$ cat config.mk
export PLATFORM = sky130hd
export DESIGN_NAME = swb_serial
export DESIGN_NICKNAME = d
export VERILOG_FILES = /design/src/swb_pkg.sv /design/src/swb_serial.sv
export VERILOG_INCLUDE_DIRS = /design/src
export SDC_FILE = /design/constraint.sdc
export NUM_CORES = 1
export LEC_CHECK = 0
export BUFFER_PORTS_ARGS = -buffer_cell sky130_fd_sc_hd__buf_2
export CAP_MARGIN = 30
export CORE_ASPECT_RATIO = 1.75
export CORE_MARGIN = 2
export CORE_UTILIZATION = 45
export CTS_BUF_LIST = sky130_fd_sc_hd__clkbuf_2
export DETAILED_ROUTE_END_ITERATION = 8
export PLACE_DENSITY_LB_ADDON = 0.15
export SLEW_MARGIN = 5
export SYNTH_ARGS = -nofsm -noshare
export SYNTH_HDL_FRONTEND = slang
export SYNTH_SLANG_ARGS = --single-unit
$ cat constraint.sdc
create_clock -name i_clock -period 8.5 [get_ports i_clock]
set_clock_uncertainty 0.2 [all_clocks]
set_input_delay 0 -clock i_clock [delete_from_list [all_inputs] [get_ports i_clock]]
set_output_delay 0 -clock i_clock [all_outputs]
set_load 0.005 [all_outputs]
$ cat src/swb_cfg.svh
// Register map, field positions, reset values and timing counts of the single-wire bus port
`ifndef SWB_CFG_SVH
`define SWB_CFG_SVH
// ****************************************
// Register indices, byte address is index times four
// ****************************************
`define SWB_IDX_DIV     8'hc0
`define SWB_IDX_CTRL    8'hc3
`define SWB_IDX_ST1     8'hc4
`define SWB_IDX_ST2     8'hc5
`define SWB_IDX_DATA    8'hc7
`define SWB_BYTE(idx)   {2'h0, idx, 2'b00}
// ****************************************
// Field positions
// ****************************************
`define SWB_CTRL_TXEN   3
`define SWB_CTRL_RXEN   2
`define SWB_ST1_FULL    5
`define SWB_ST1_BERR    3
`define SWB_ST1_NOISE   2
`define SWB_ST2_HALT    7
`define SWB_ST2_MODE    6
`define SWB_ST2_DHI     5
`define SWB_ST2_DLO     4
`define SWB_ST2_RXACT   0
// ****************************************
// Reset values
// ****************************************
`define SWB_CTRL_RST    1'b0
`define SWB_ST2_RST     1'b0
`define SWB_FLAG_RST    1'b0
`define SWB_LINE_RST    1'b1
`define SWB_DATA_RST    8'h00
// ****************************************
// Timing counts in sixteen-times ticks and bit slots
// ****************************************
`define SWB_SAMP_A      4'h7
`define SWB_SAMP_MID    4'h8
`define SWB_SAMP_B      4'h9
`define SWB_TICK_LAST   4'hf
`define SWB_PUSH_LAST   4'h7
`define SWB_PULL_LAST   4'h8
`endif

$ cat src/swb_pkg.sv
// Types shared by the single-wire bus port
package swb_pkg;
	typedef enum logic [1:0] {
		SWB_IDLE = 2'b00,
		SWB_PUSH = 2'b01,
		SWB_WAIT = 2'b11,
		SWB_PULL = 2'b10
	} swb_state_t;
endpackage

$ cat src/swb_serial.sv
// Single-wire bus mode of the serial port with its APB register slave
`timescale 1ns/1ns
`include "swb_cfg.svh"
// Function
// - Flag bit error when monitored push bit differs
// - Bit error never raises an interrupt request
// - Flag noise seen during pull field reception
// - Halt bit clock in wait when enabled
// - Enable bit selects single-wire bus behaviour
// - Two delay bits pick delay factor 1..4
// - Receiver active reads one while receiving
// - Data read returns status in bits 3..1
// - Valid frame shows fixed pattern around status
// - All ones byte means bus error
// - Pull bits LSB first, first maps bit 3
// - Push sends five data then three address
// - Data address splits into tx and rx registers
// - Bit rate is clock over sixteen divisor
// - Status read then data read clears flags
// - Reception starts on sync, blocked during push
// - Line monitored on receive pin while pushing
module swb_serial #(
	parameter int DIV_W = 13                    // Rate divisor width
) (
	input  wire logic        i_clock,          // 10 MHz module clock
	input  wire logic        i_rst_n,          // Synchronous reset
	input  wire logic        i_wait_mode,      // Processor in wait mode
	input  wire logic        i_serial_rx_pin,  // Bus line as seen
	output logic             o_serial_tx_pin,  // Bus drive, 0 is dominant
	input  wire logic        i_psel,           // APB select
	input  wire logic        i_penable,        // APB enable
	input  wire logic        i_pwrite,         // APB direction
	input  wire logic [11:0] i_paddr,          // APB byte address
	input  wire logic [31:0] i_pwdata,         // APB write data
	output logic [31:0]      o_prdata,         // APB read data
	output logic             o_pready,         // APB ready
	output logic             o_pslverr,        // APB error
	output swb_pkg::swb_state_t o_state        // Engine state
);
	import swb_pkg::*;

	generate
		if (DIV_W < 1 || DIV_W > 16) begin : g_bad_width
			$error("DIV_W must be 1 to 16");
		end
	endgenerate

	// ****************************************
	// APB decode
	// ****************************************
	logic             acc, wr, rd;
	logic             hit_div, hit_ctrl, hit_st1, hit_st2, hit_data, mapped;
	logic [DIV_W-1:0] div_r;
	logic             tx_en_r, rx_en_r, halt_r, mode_en_r;
	logic [1:0]       dsel_r;
	logic [7:0]       tx_data_r, rx_data_r, rx_sh_r;
	logic             full_r, berr_r, noise_r;
	logic [2:0]       snap_r;
	swb_state_t       state_r, state_nxt;
	logic [DIV_W-1:0] pre_r;
	logic [3:0]       tk_r, bit_r;
	logic [2:0]       dly_r;
	logic [1:0]       samp_r;
	logic             line_r;
	logic             s1_r, s2_r, s3_r, lvl_r;

	assign acc      = i_psel & i_penable;
	assign wr       = acc & i_pwrite;
	assign rd       = acc & ~i_pwrite;
	assign hit_div  = (i_paddr == `SWB_BYTE(`SWB_IDX_DIV));
	assign hit_ctrl = (i_paddr == `SWB_BYTE(`SWB_IDX_CTRL));
	assign hit_st1  = (i_paddr == `SWB_BYTE(`SWB_IDX_ST1));
	assign hit_st2  = (i_paddr == `SWB_BYTE(`SWB_IDX_ST2));
	assign hit_data = (i_paddr == `SWB_BYTE(`SWB_IDX_DATA));
	assign mapped   = hit_div | hit_ctrl | hit_st1 | hit_st2 | hit_data;
	assign o_pready  = 1'b1;
	assign o_pslverr = acc & ~mapped;

	// ****************************************
	// Read mux
	// ****************************************
	logic [7:0] st1_val, st2_val, ctrl_val;
	logic       rx_act;

	assign rx_act   = (state_r == SWB_PULL);
	assign ctrl_val = {4'h0, tx_en_r, rx_en_r, 2'b00};
	assign st1_val  = {2'b00, full_r, 1'b0, berr_r, noise_r, 2'b00};
	assign st2_val  = {halt_r, mode_en_r, dsel_r, 3'b000, rx_act};
	// Data reads see only the receive register, never the transmit one
	assign o_prdata = hit_div  ? {{(32-DIV_W){1'b0}}, div_r} :
	                  hit_ctrl ? {24'h0, ctrl_val} :
	                  hit_st1  ? {24'h0, st1_val} :
	                  hit_st2  ? {24'h0, st2_val} :
	                  hit_data ? {24'h0, rx_data_r} : 32'h0;

	// ****************************************
	// Rate generator
	// ****************************************
	logic tick, gen_on;

	assign gen_on = (div_r != '0) & ~(halt_r & i_wait_mode);
	assign tick   = gen_on & (pre_r == div_r - 1'b1);

	always_ff @(posedge i_clock) begin
		if (!i_rst_n || !gen_on || tick) begin
			pre_r <= '0;
		end else begin
			pre_r <= pre_r + 1'b1;
		end
	end

	// ****************************************
	// Receive pin synchroniser
	// ****************************************
	logic rx_fall;

	// The level moves only once the second and third stages agree
	assign rx_fall = lvl_r & ~s2_r & ~s3_r;

	always_ff @(posedge i_clock) begin
		if (!i_rst_n) begin
			s1_r  <= 1'b1;
			s2_r  <= 1'b1;
			s3_r  <= 1'b1;
			lvl_r <= 1'b1;
		end else begin
			s1_r <= i_serial_rx_pin;
			s2_r <= s1_r;
			s3_r <= s2_r;
			if (s2_r == s3_r) begin
				lvl_r <= s3_r;
			end
		end
	end

	// ****************************************
	// Engine events
	// ****************************************
	logic push_go, push_cmp, push_end, push_done, berr_ev;
	logic pull_sync, counting, pull_tick, maj, noise_ev, pull_done;
	logic idle_like;
	logic [7:0] rx_map;

	assign idle_like = (state_r == SWB_IDLE) | (state_r == SWB_WAIT);
	// A write while a field is on the wire is dropped
	assign push_go   = wr & hit_data & mode_en_r & tx_en_r & idle_like;
	assign push_cmp  = (state_r == SWB_PUSH) & tick & (tk_r == `SWB_SAMP_MID);
	assign push_end  = (state_r == SWB_PUSH) & tick & (tk_r == `SWB_TICK_LAST);
	assign push_done = push_end & (bit_r == `SWB_PUSH_LAST);
	assign berr_ev   = push_cmp & (lvl_r != line_r);
	// Sync is looked for only while waiting, so a push field never starts one
	assign pull_sync = (state_r == SWB_WAIT) & rx_en_r & rx_fall & ~push_go;
	assign counting  = (dly_r == 3'h0);
	assign pull_tick = (state_r == SWB_PULL) & tick & counting;
	assign maj       = (samp_r[0] & samp_r[1]) | (samp_r[0] & lvl_r) | (samp_r[1] & lvl_r);
	assign noise_ev  = pull_tick & (tk_r == `SWB_SAMP_B) &
	                   ~((samp_r[0] == samp_r[1]) & (samp_r[1] == lvl_r));
	assign pull_done = pull_tick & (tk_r == `SWB_TICK_LAST) & (bit_r == `SWB_PULL_LAST);
	// First status bit shifts into position 1, so it is swapped to position 3
	assign rx_map    = {rx_sh_r[7:4], rx_sh_r[1], rx_sh_r[2], rx_sh_r[3], rx_sh_r[0]};

	// ****************************************
	// State machine
	// ****************************************
	always_comb begin
		state_nxt = state_r;
		case (state_r)
			SWB_IDLE: begin
				if (push_go) begin
					state_nxt = SWB_PUSH;
				end else if (mode_en_r && rx_en_r) begin
					state_nxt = SWB_WAIT;
				end
			end
			SWB_PUSH: begin
				if (!mode_en_r) begin
					state_nxt = SWB_IDLE;
				end else if (push_done) begin
					state_nxt = rx_en_r ? SWB_WAIT : SWB_IDLE;
				end
			end
			SWB_WAIT: begin
				if (push_go) begin
					state_nxt = SWB_PUSH;
				end else if (!mode_en_r || !rx_en_r) begin
					state_nxt = SWB_IDLE;
				end else if (pull_sync) begin
					state_nxt = SWB_PULL;
				end
			end
			SWB_PULL: begin
				if (!mode_en_r) begin
					state_nxt = SWB_IDLE;
				end else if (pull_done) begin
					state_nxt = SWB_WAIT;
				end
			end
			default: begin
				state_nxt = SWB_IDLE;
			end
		endcase
	end

	assign o_state = state_r;

	always_ff @(posedge i_clock) begin
		if (!i_rst_n) begin
			state_r <= SWB_IDLE;
		end else begin
			state_r <= state_nxt;
		end
	end

	// ****************************************
	// Slot counters and receive delay
	// ****************************************
	logic slot_step;

	assign slot_step = ((state_r == SWB_PUSH) & tick) | pull_tick;

	always_ff @(posedge i_clock) begin
		if (!i_rst_n || state_nxt != state_r) begin
			tk_r  <= 4'h0;
			bit_r <= 4'h0;
		end else if (slot_step) begin
			tk_r <= tk_r + 1'b1;
			if (tk_r == `SWB_TICK_LAST) begin
				bit_r <= bit_r + 1'b1;
			end
		end
	end

	// Delay factor is code plus one, each unit one tick or a sixteenth slot
	always_ff @(posedge i_clock) begin
		if (!i_rst_n) begin
			dly_r <= 3'h0;
		end else if (pull_sync) begin
			dly_r <= {1'b0, dsel_r} + 3'h1;
		end else if ((state_r == SWB_PULL) && tick && !counting) begin
			dly_r <= dly_r - 3'h1;
		end
	end

	// ****************************************
	// Push shifter, data bits leave first
	// ****************************************
	always_ff @(posedge i_clock) begin
		if (!i_rst_n) begin
			line_r    <= `SWB_LINE_RST;
			tx_data_r <= `SWB_DATA_RST;
		end else if (push_go) begin
			tx_data_r <= i_pwdata[7:0];
			line_r    <= i_pwdata[0];
		end else if (push_end && !push_done) begin
			line_r <= tx_data_r[3'(bit_r + 4'h1)];
		end else if (state_r != SWB_PUSH || push_done) begin
			line_r <= 1'b1;
		end
	end

	assign o_serial_tx_pin = line_r;

	// ****************************************
	// Pull receiver, three samples per slot
	// ****************************************
	always_ff @(posedge i_clock) begin
		if (!i_rst_n) begin
			samp_r    <= 2'b11;
			rx_sh_r   <= `SWB_DATA_RST;
			rx_data_r <= `SWB_DATA_RST;
		end else begin
			if (pull_tick && tk_r == `SWB_SAMP_A) begin
				samp_r[0] <= lvl_r;
			end
			if (pull_tick && tk_r == `SWB_SAMP_MID) begin
				samp_r[1] <= lvl_r;
			end
			// Slot 0 is the sync slot and carries no data
			if (pull_tick && tk_r == `SWB_SAMP_B && bit_r != 4'h0) begin
				rx_sh_r <= {maj, rx_sh_r[7:1]};
			end
			// Pattern and all-ones error byte pass through unaltered
			if (pull_done) begin
				rx_data_r <= rx_map;
			end
		end
	end

	// ****************************************
	// Registers and flags
	// ****************************************
	logic [2:0] clr;

	// Only flags seen by the status read are cleared by the data read
	assign clr = (rd & hit_data) ? snap_r : 3'b000;

	always_ff @(posedge i_clock) begin
		if (!i_rst_n) begin
			div_r     <= '0;
			tx_en_r   <= `SWB_CTRL_RST;
			rx_en_r   <= `SWB_CTRL_RST;
			halt_r    <= `SWB_ST2_RST;
			mode_en_r <= `SWB_ST2_RST;
			dsel_r    <= {2{`SWB_ST2_RST}};
		end else if (wr) begin
			if (hit_div) begin
				div_r <= i_pwdata[DIV_W-1:0];
			end
			if (hit_ctrl) begin
				tx_en_r <= i_pwdata[`SWB_CTRL_TXEN];
				rx_en_r <= i_pwdata[`SWB_CTRL_RXEN];
			end
			if (hit_st2) begin
				halt_r    <= i_pwdata[`SWB_ST2_HALT];
				mode_en_r <= i_pwdata[`SWB_ST2_MODE];
				dsel_r    <= {i_pwdata[`SWB_ST2_DHI], i_pwdata[`SWB_ST2_DLO]};
			end
		end
	end

	// A flag set in the clearing cycle survives; no interrupt output exists
	always_ff @(posedge i_clock) begin
		if (!i_rst_n) begin
			full_r  <= `SWB_FLAG_RST;
			berr_r  <= `SWB_FLAG_RST;
			noise_r <= `SWB_FLAG_RST;
			snap_r  <= 3'b000;
		end else begin
			full_r  <= pull_done | (full_r & ~clr[2]);
			berr_r  <= berr_ev | (berr_r & ~clr[1]);
			noise_r <= noise_ev | (noise_r & ~clr[0]);
			if (rd && hit_st1) begin
				snap_r <= {full_r, berr_r, noise_r};
			end else if (rd && hit_data) begin
				snap_r <= 3'b000;
			end
		end
	end
endmodule

==> flow_summary.json <==
{
  "cts_htree_levels": 3,
  "count_of_final_max_slew_check_failures": 0,
  "tns_ns": 0,
  "route.detailed.vias_per_inst": 5.502,
  "via_count": 4319,
  "dp_cells": 710,
  "syn_to_final_growth_pct": 20.01,
  "rsz0062_at_grt": "no",
  "irDropWorstVdd_mv": 0.07229,
  "tritoncts": "built",
  "floorplan.initialDensity_pct": 45.48,
  "worst_slack_ns": 4.298,
  "synthesis.yosys.warnings": 0,
  "maxClockFrequency_mhz": 238.0,
  "worst_setup_path_end_kind": "flop",
  "place_congestion": 0.9533,
  "grt_util_all_layers_pct": 23.98,
  "cts_buffer_depth": 2,
  "startpoint_type": "flop",
  "sw_frac_of_total_pct": 25.99,
  "die-area_um2": 11560,
  "area_inside_the_core_boundary_um2": 10570,
  "slew_headroom_pct": 34.64,
  "die-width_um": 82.14,
  "layout_min_cycle_time_ns": 4.202,
  "net_total_in_the_final_layout": 717,
  "post_synth.cell_area_avg_um2": 8.664,
  "mostFrequentLayoutCells": "dfxtp_1 (82), dlygate4sd3_1 (58), nand2_1 (51)",
  "mostFrequentLayoutCell": "dfxtp_1",
  "synth_fa_ha_area_share_pct": 4.424,
  "hold_viol_final": 0,
  "synth_xor_xnor_area_share_pct": 6.375,
  "grt_pass1_vias": 4338,
  "remaining_drc_errors": 0,
  "power_frac_seq_pct": 59.9,
  "hold_path_depth": 6,
  "synth_sequential_area_ratio_pct": 34.14,
  "place.detailed.hpwl_um": 9348,
  "post_cts_buffers": 0,
  "minimum_setup_slack_after_placement_ns": 4.364,
  "post_synth_inst_count": 555,
  "max-cap-violations": 0,
  "internal_power_mw": 0.4779,
  "i_o_pins": 88,
  "power.net_switching_mw": 0.1678,
  "power_frac_comb_pct": 6.0,
  "critical_path_arrival_ns": 4.43,
  "cellLeakagePower_nw": 2.163,
  "tightest_slew_ns": 0.9715,
  "overflow": 0,
  "cts_inserted_buffers": 9,
  "run_status": "completed",
  "post_cts_resized": 0,
  "synth_flop_cell": "dfxtp_1",
  "report.power.total_mw": 0.6457,
  "synth_compound_gate_area_share_pct": 13.17,
  "synth_cell_types": 66,
  "number_of_antenna_violations_at_the_first_check_in_global_routing": 1,
  "post_synth_and_or_nand_nor_area_fraction_pct": 25.08,
  "dominant_cells_by_area_after_synthesis": "dfxtp_1 (34%), mux2i_1 (8.1%), nor2b_1 (4.6%), ha_1 (4.4%), xnor2_1 (4.0%)",
  "clkSlewWorstSetupHoldPaths_ns": 0.25,
  "worstRegToRegCells": 7,
  "min_period_over_period_pct": 49.43,
  "async_reset_ff_share_pct": 0,
  "timing.critical_path.required_ns": 8.73,
  "yosys-mux-area-fraction_pct": 9.758,
  "synth_area_um2": 4808,
  "synth-seq-cells": 82,
  "fin_cells": 785,
  "drt_first_pass_iters": 8,
  "synth_edf_count": 0,
  "synth_largest_area_cell": "dfxtp_1",
  "post_route_cells_drive_above_1_share_pct": 12.54,
  "number_of_input_and_output_port_buffers_inserted": 48,
  "p_per_area_nw_per_um2": 111.9,
  "ant_nets": 0,
  "path_class": "flop to flop",
  "wirelength_um": 12990,
  "ctsRootBufferMaster": "clkbuf_2",
  "min-delay-path-class": "input port to flop",
  "cts.sink_count": 82,
  "drt_iter0_drc": 198,
  "maximum_number_of_pins_on_one_net_before_global_route_repair": 69,
  "floorplan.rows": 50,
  "timing.critical_path.fanout_max": 15,
  "largest_family_of_logic_cells_by_synthesized_area": "simple AND/OR/NAND/NOR gates",
  "clkPwrFrac_pct": 34.2,
  "grt_pass1_wl_um": 21160,
  "synth_largest_type_area_fraction_pct": 34.14,
  "route.detailed.wl_per_inst_um": 16.55,
  "setup_violations": 0,
  "worstSkewPairLatency_ns": 0.54,
  "floorplan.die.height_um": 140.7
}
per-stage QoR:
stage                     util (%)  area, um2  hold slack, ns
final                        54.58       5771         0.05505
after global routing         54.58       5771         0.05040
after CTS                    54.56       5768        0.006644
after detailed placement     47.92       5066       -0.009899
after global placement       47.85       5059        -0.01544
after floorplan                  -       4876         -0.1019
worst max-delay path: stages (launching register included):
cell      delay [ns]
dfxtp_1         0.45
nor4_1          0.86
a21boi_0        0.24
mux2_2          0.28
nand4_1         0.57
or2_4           0.52
or4_1           0.78
mux2i_1         0.20
cell usage after synthesis, types with 8 or more instances:
library cell,n
nand4_1,12
nor3b_1,8
nor4_1,8
and2_1,9
a21boi_0,11
clkbuf_1,23
dfxtp_1,82
inv_1,21
xor2_1,13
o21ai_0,11
nor2b_1,35
ha_1,17
nor3_1,17
nor2_1,35
and3_1,8
a21oi_1,15
nand2_1,51
mux2i_1,39
xnor2_1,22
nand3_1,13
buf_4,20
cell type report:
type                    count  area (um2)
clock buffers               9       45.04
well taps                 130       162.7
repair buffers            110       850.8
diodes                      1       2.502
flip-flops and latches     82        1642
multi-input cells         425        2913
clock inverters             7       76.32
inverters                  21       78.83
fillers                  1008        4802
state kept, by name, indices dropped and copies added, names as in the netlist, 2 cells and up:
signal,flops
dsel_r,2
pre_r,13
tk_r,4
snap_r,3
o_state,2
bit_r,4
samp_r,2
tx_data_r,8
rx_sh_r,8
rx_data_r,8
dly_r,3
div_r,13
what timing repair did:
action	CTS	global route
hold buffers	58	0
setup endpoints to repair	0	0
endpoints found under the hold margin	74	0
cells by family (layout without fill, tap and decap cells):
logic type                 after synthesis  after routing
adders and majority gates               17             17
DFF                                     82             82
other                                    2             21
AOI/OAI and AO/OA                       86             86
and+or+nand+nor                        223            223
muxes                                   44             44
buffers and inverters                   66            147
xor gates and xnor gates                35             35
routing by layer:
| metal | track usage (%) | vias up | routed length, um |
|---|---|---|---|
| met3 | 4.161 | 34 | 503 |
| met5 | 0 | - | 0 |
| met4 | 11.67 | 0 | 561 |
| li1 | - | 2127 | - |
| met1 | 25.75 | 2030 | 5004 |
| met2 | 43.52 | 128 | 6924 |
final timing paths:
check             slack (ns)        from         end
setup / recovery        4.30    div_r[3]  rx_sh_r[7]
hold / removal          0.06  i_paddr[6]     tx_en_r
setup reg to reg        4.30    div_r[3]  rx_sh_r[7]
hold reg to reg         0.23        s1_r        s2_r
power groups by stage:
stage	Combinational, mW	Clock, mW	Sequential [mW]
3_3_place_gp	0.0258	0	0.394
3_5_place_dp	0.0262	0	0.394
5_1_grt	0.0429	0.244	0.387
6_report	0.0385	0.221	0.387
2_1_floorplan	0.0198	0	0.394
4_1_cts	0.0378	0.231	0.387
Note: power is estimated with default switching activity, not from simulation.
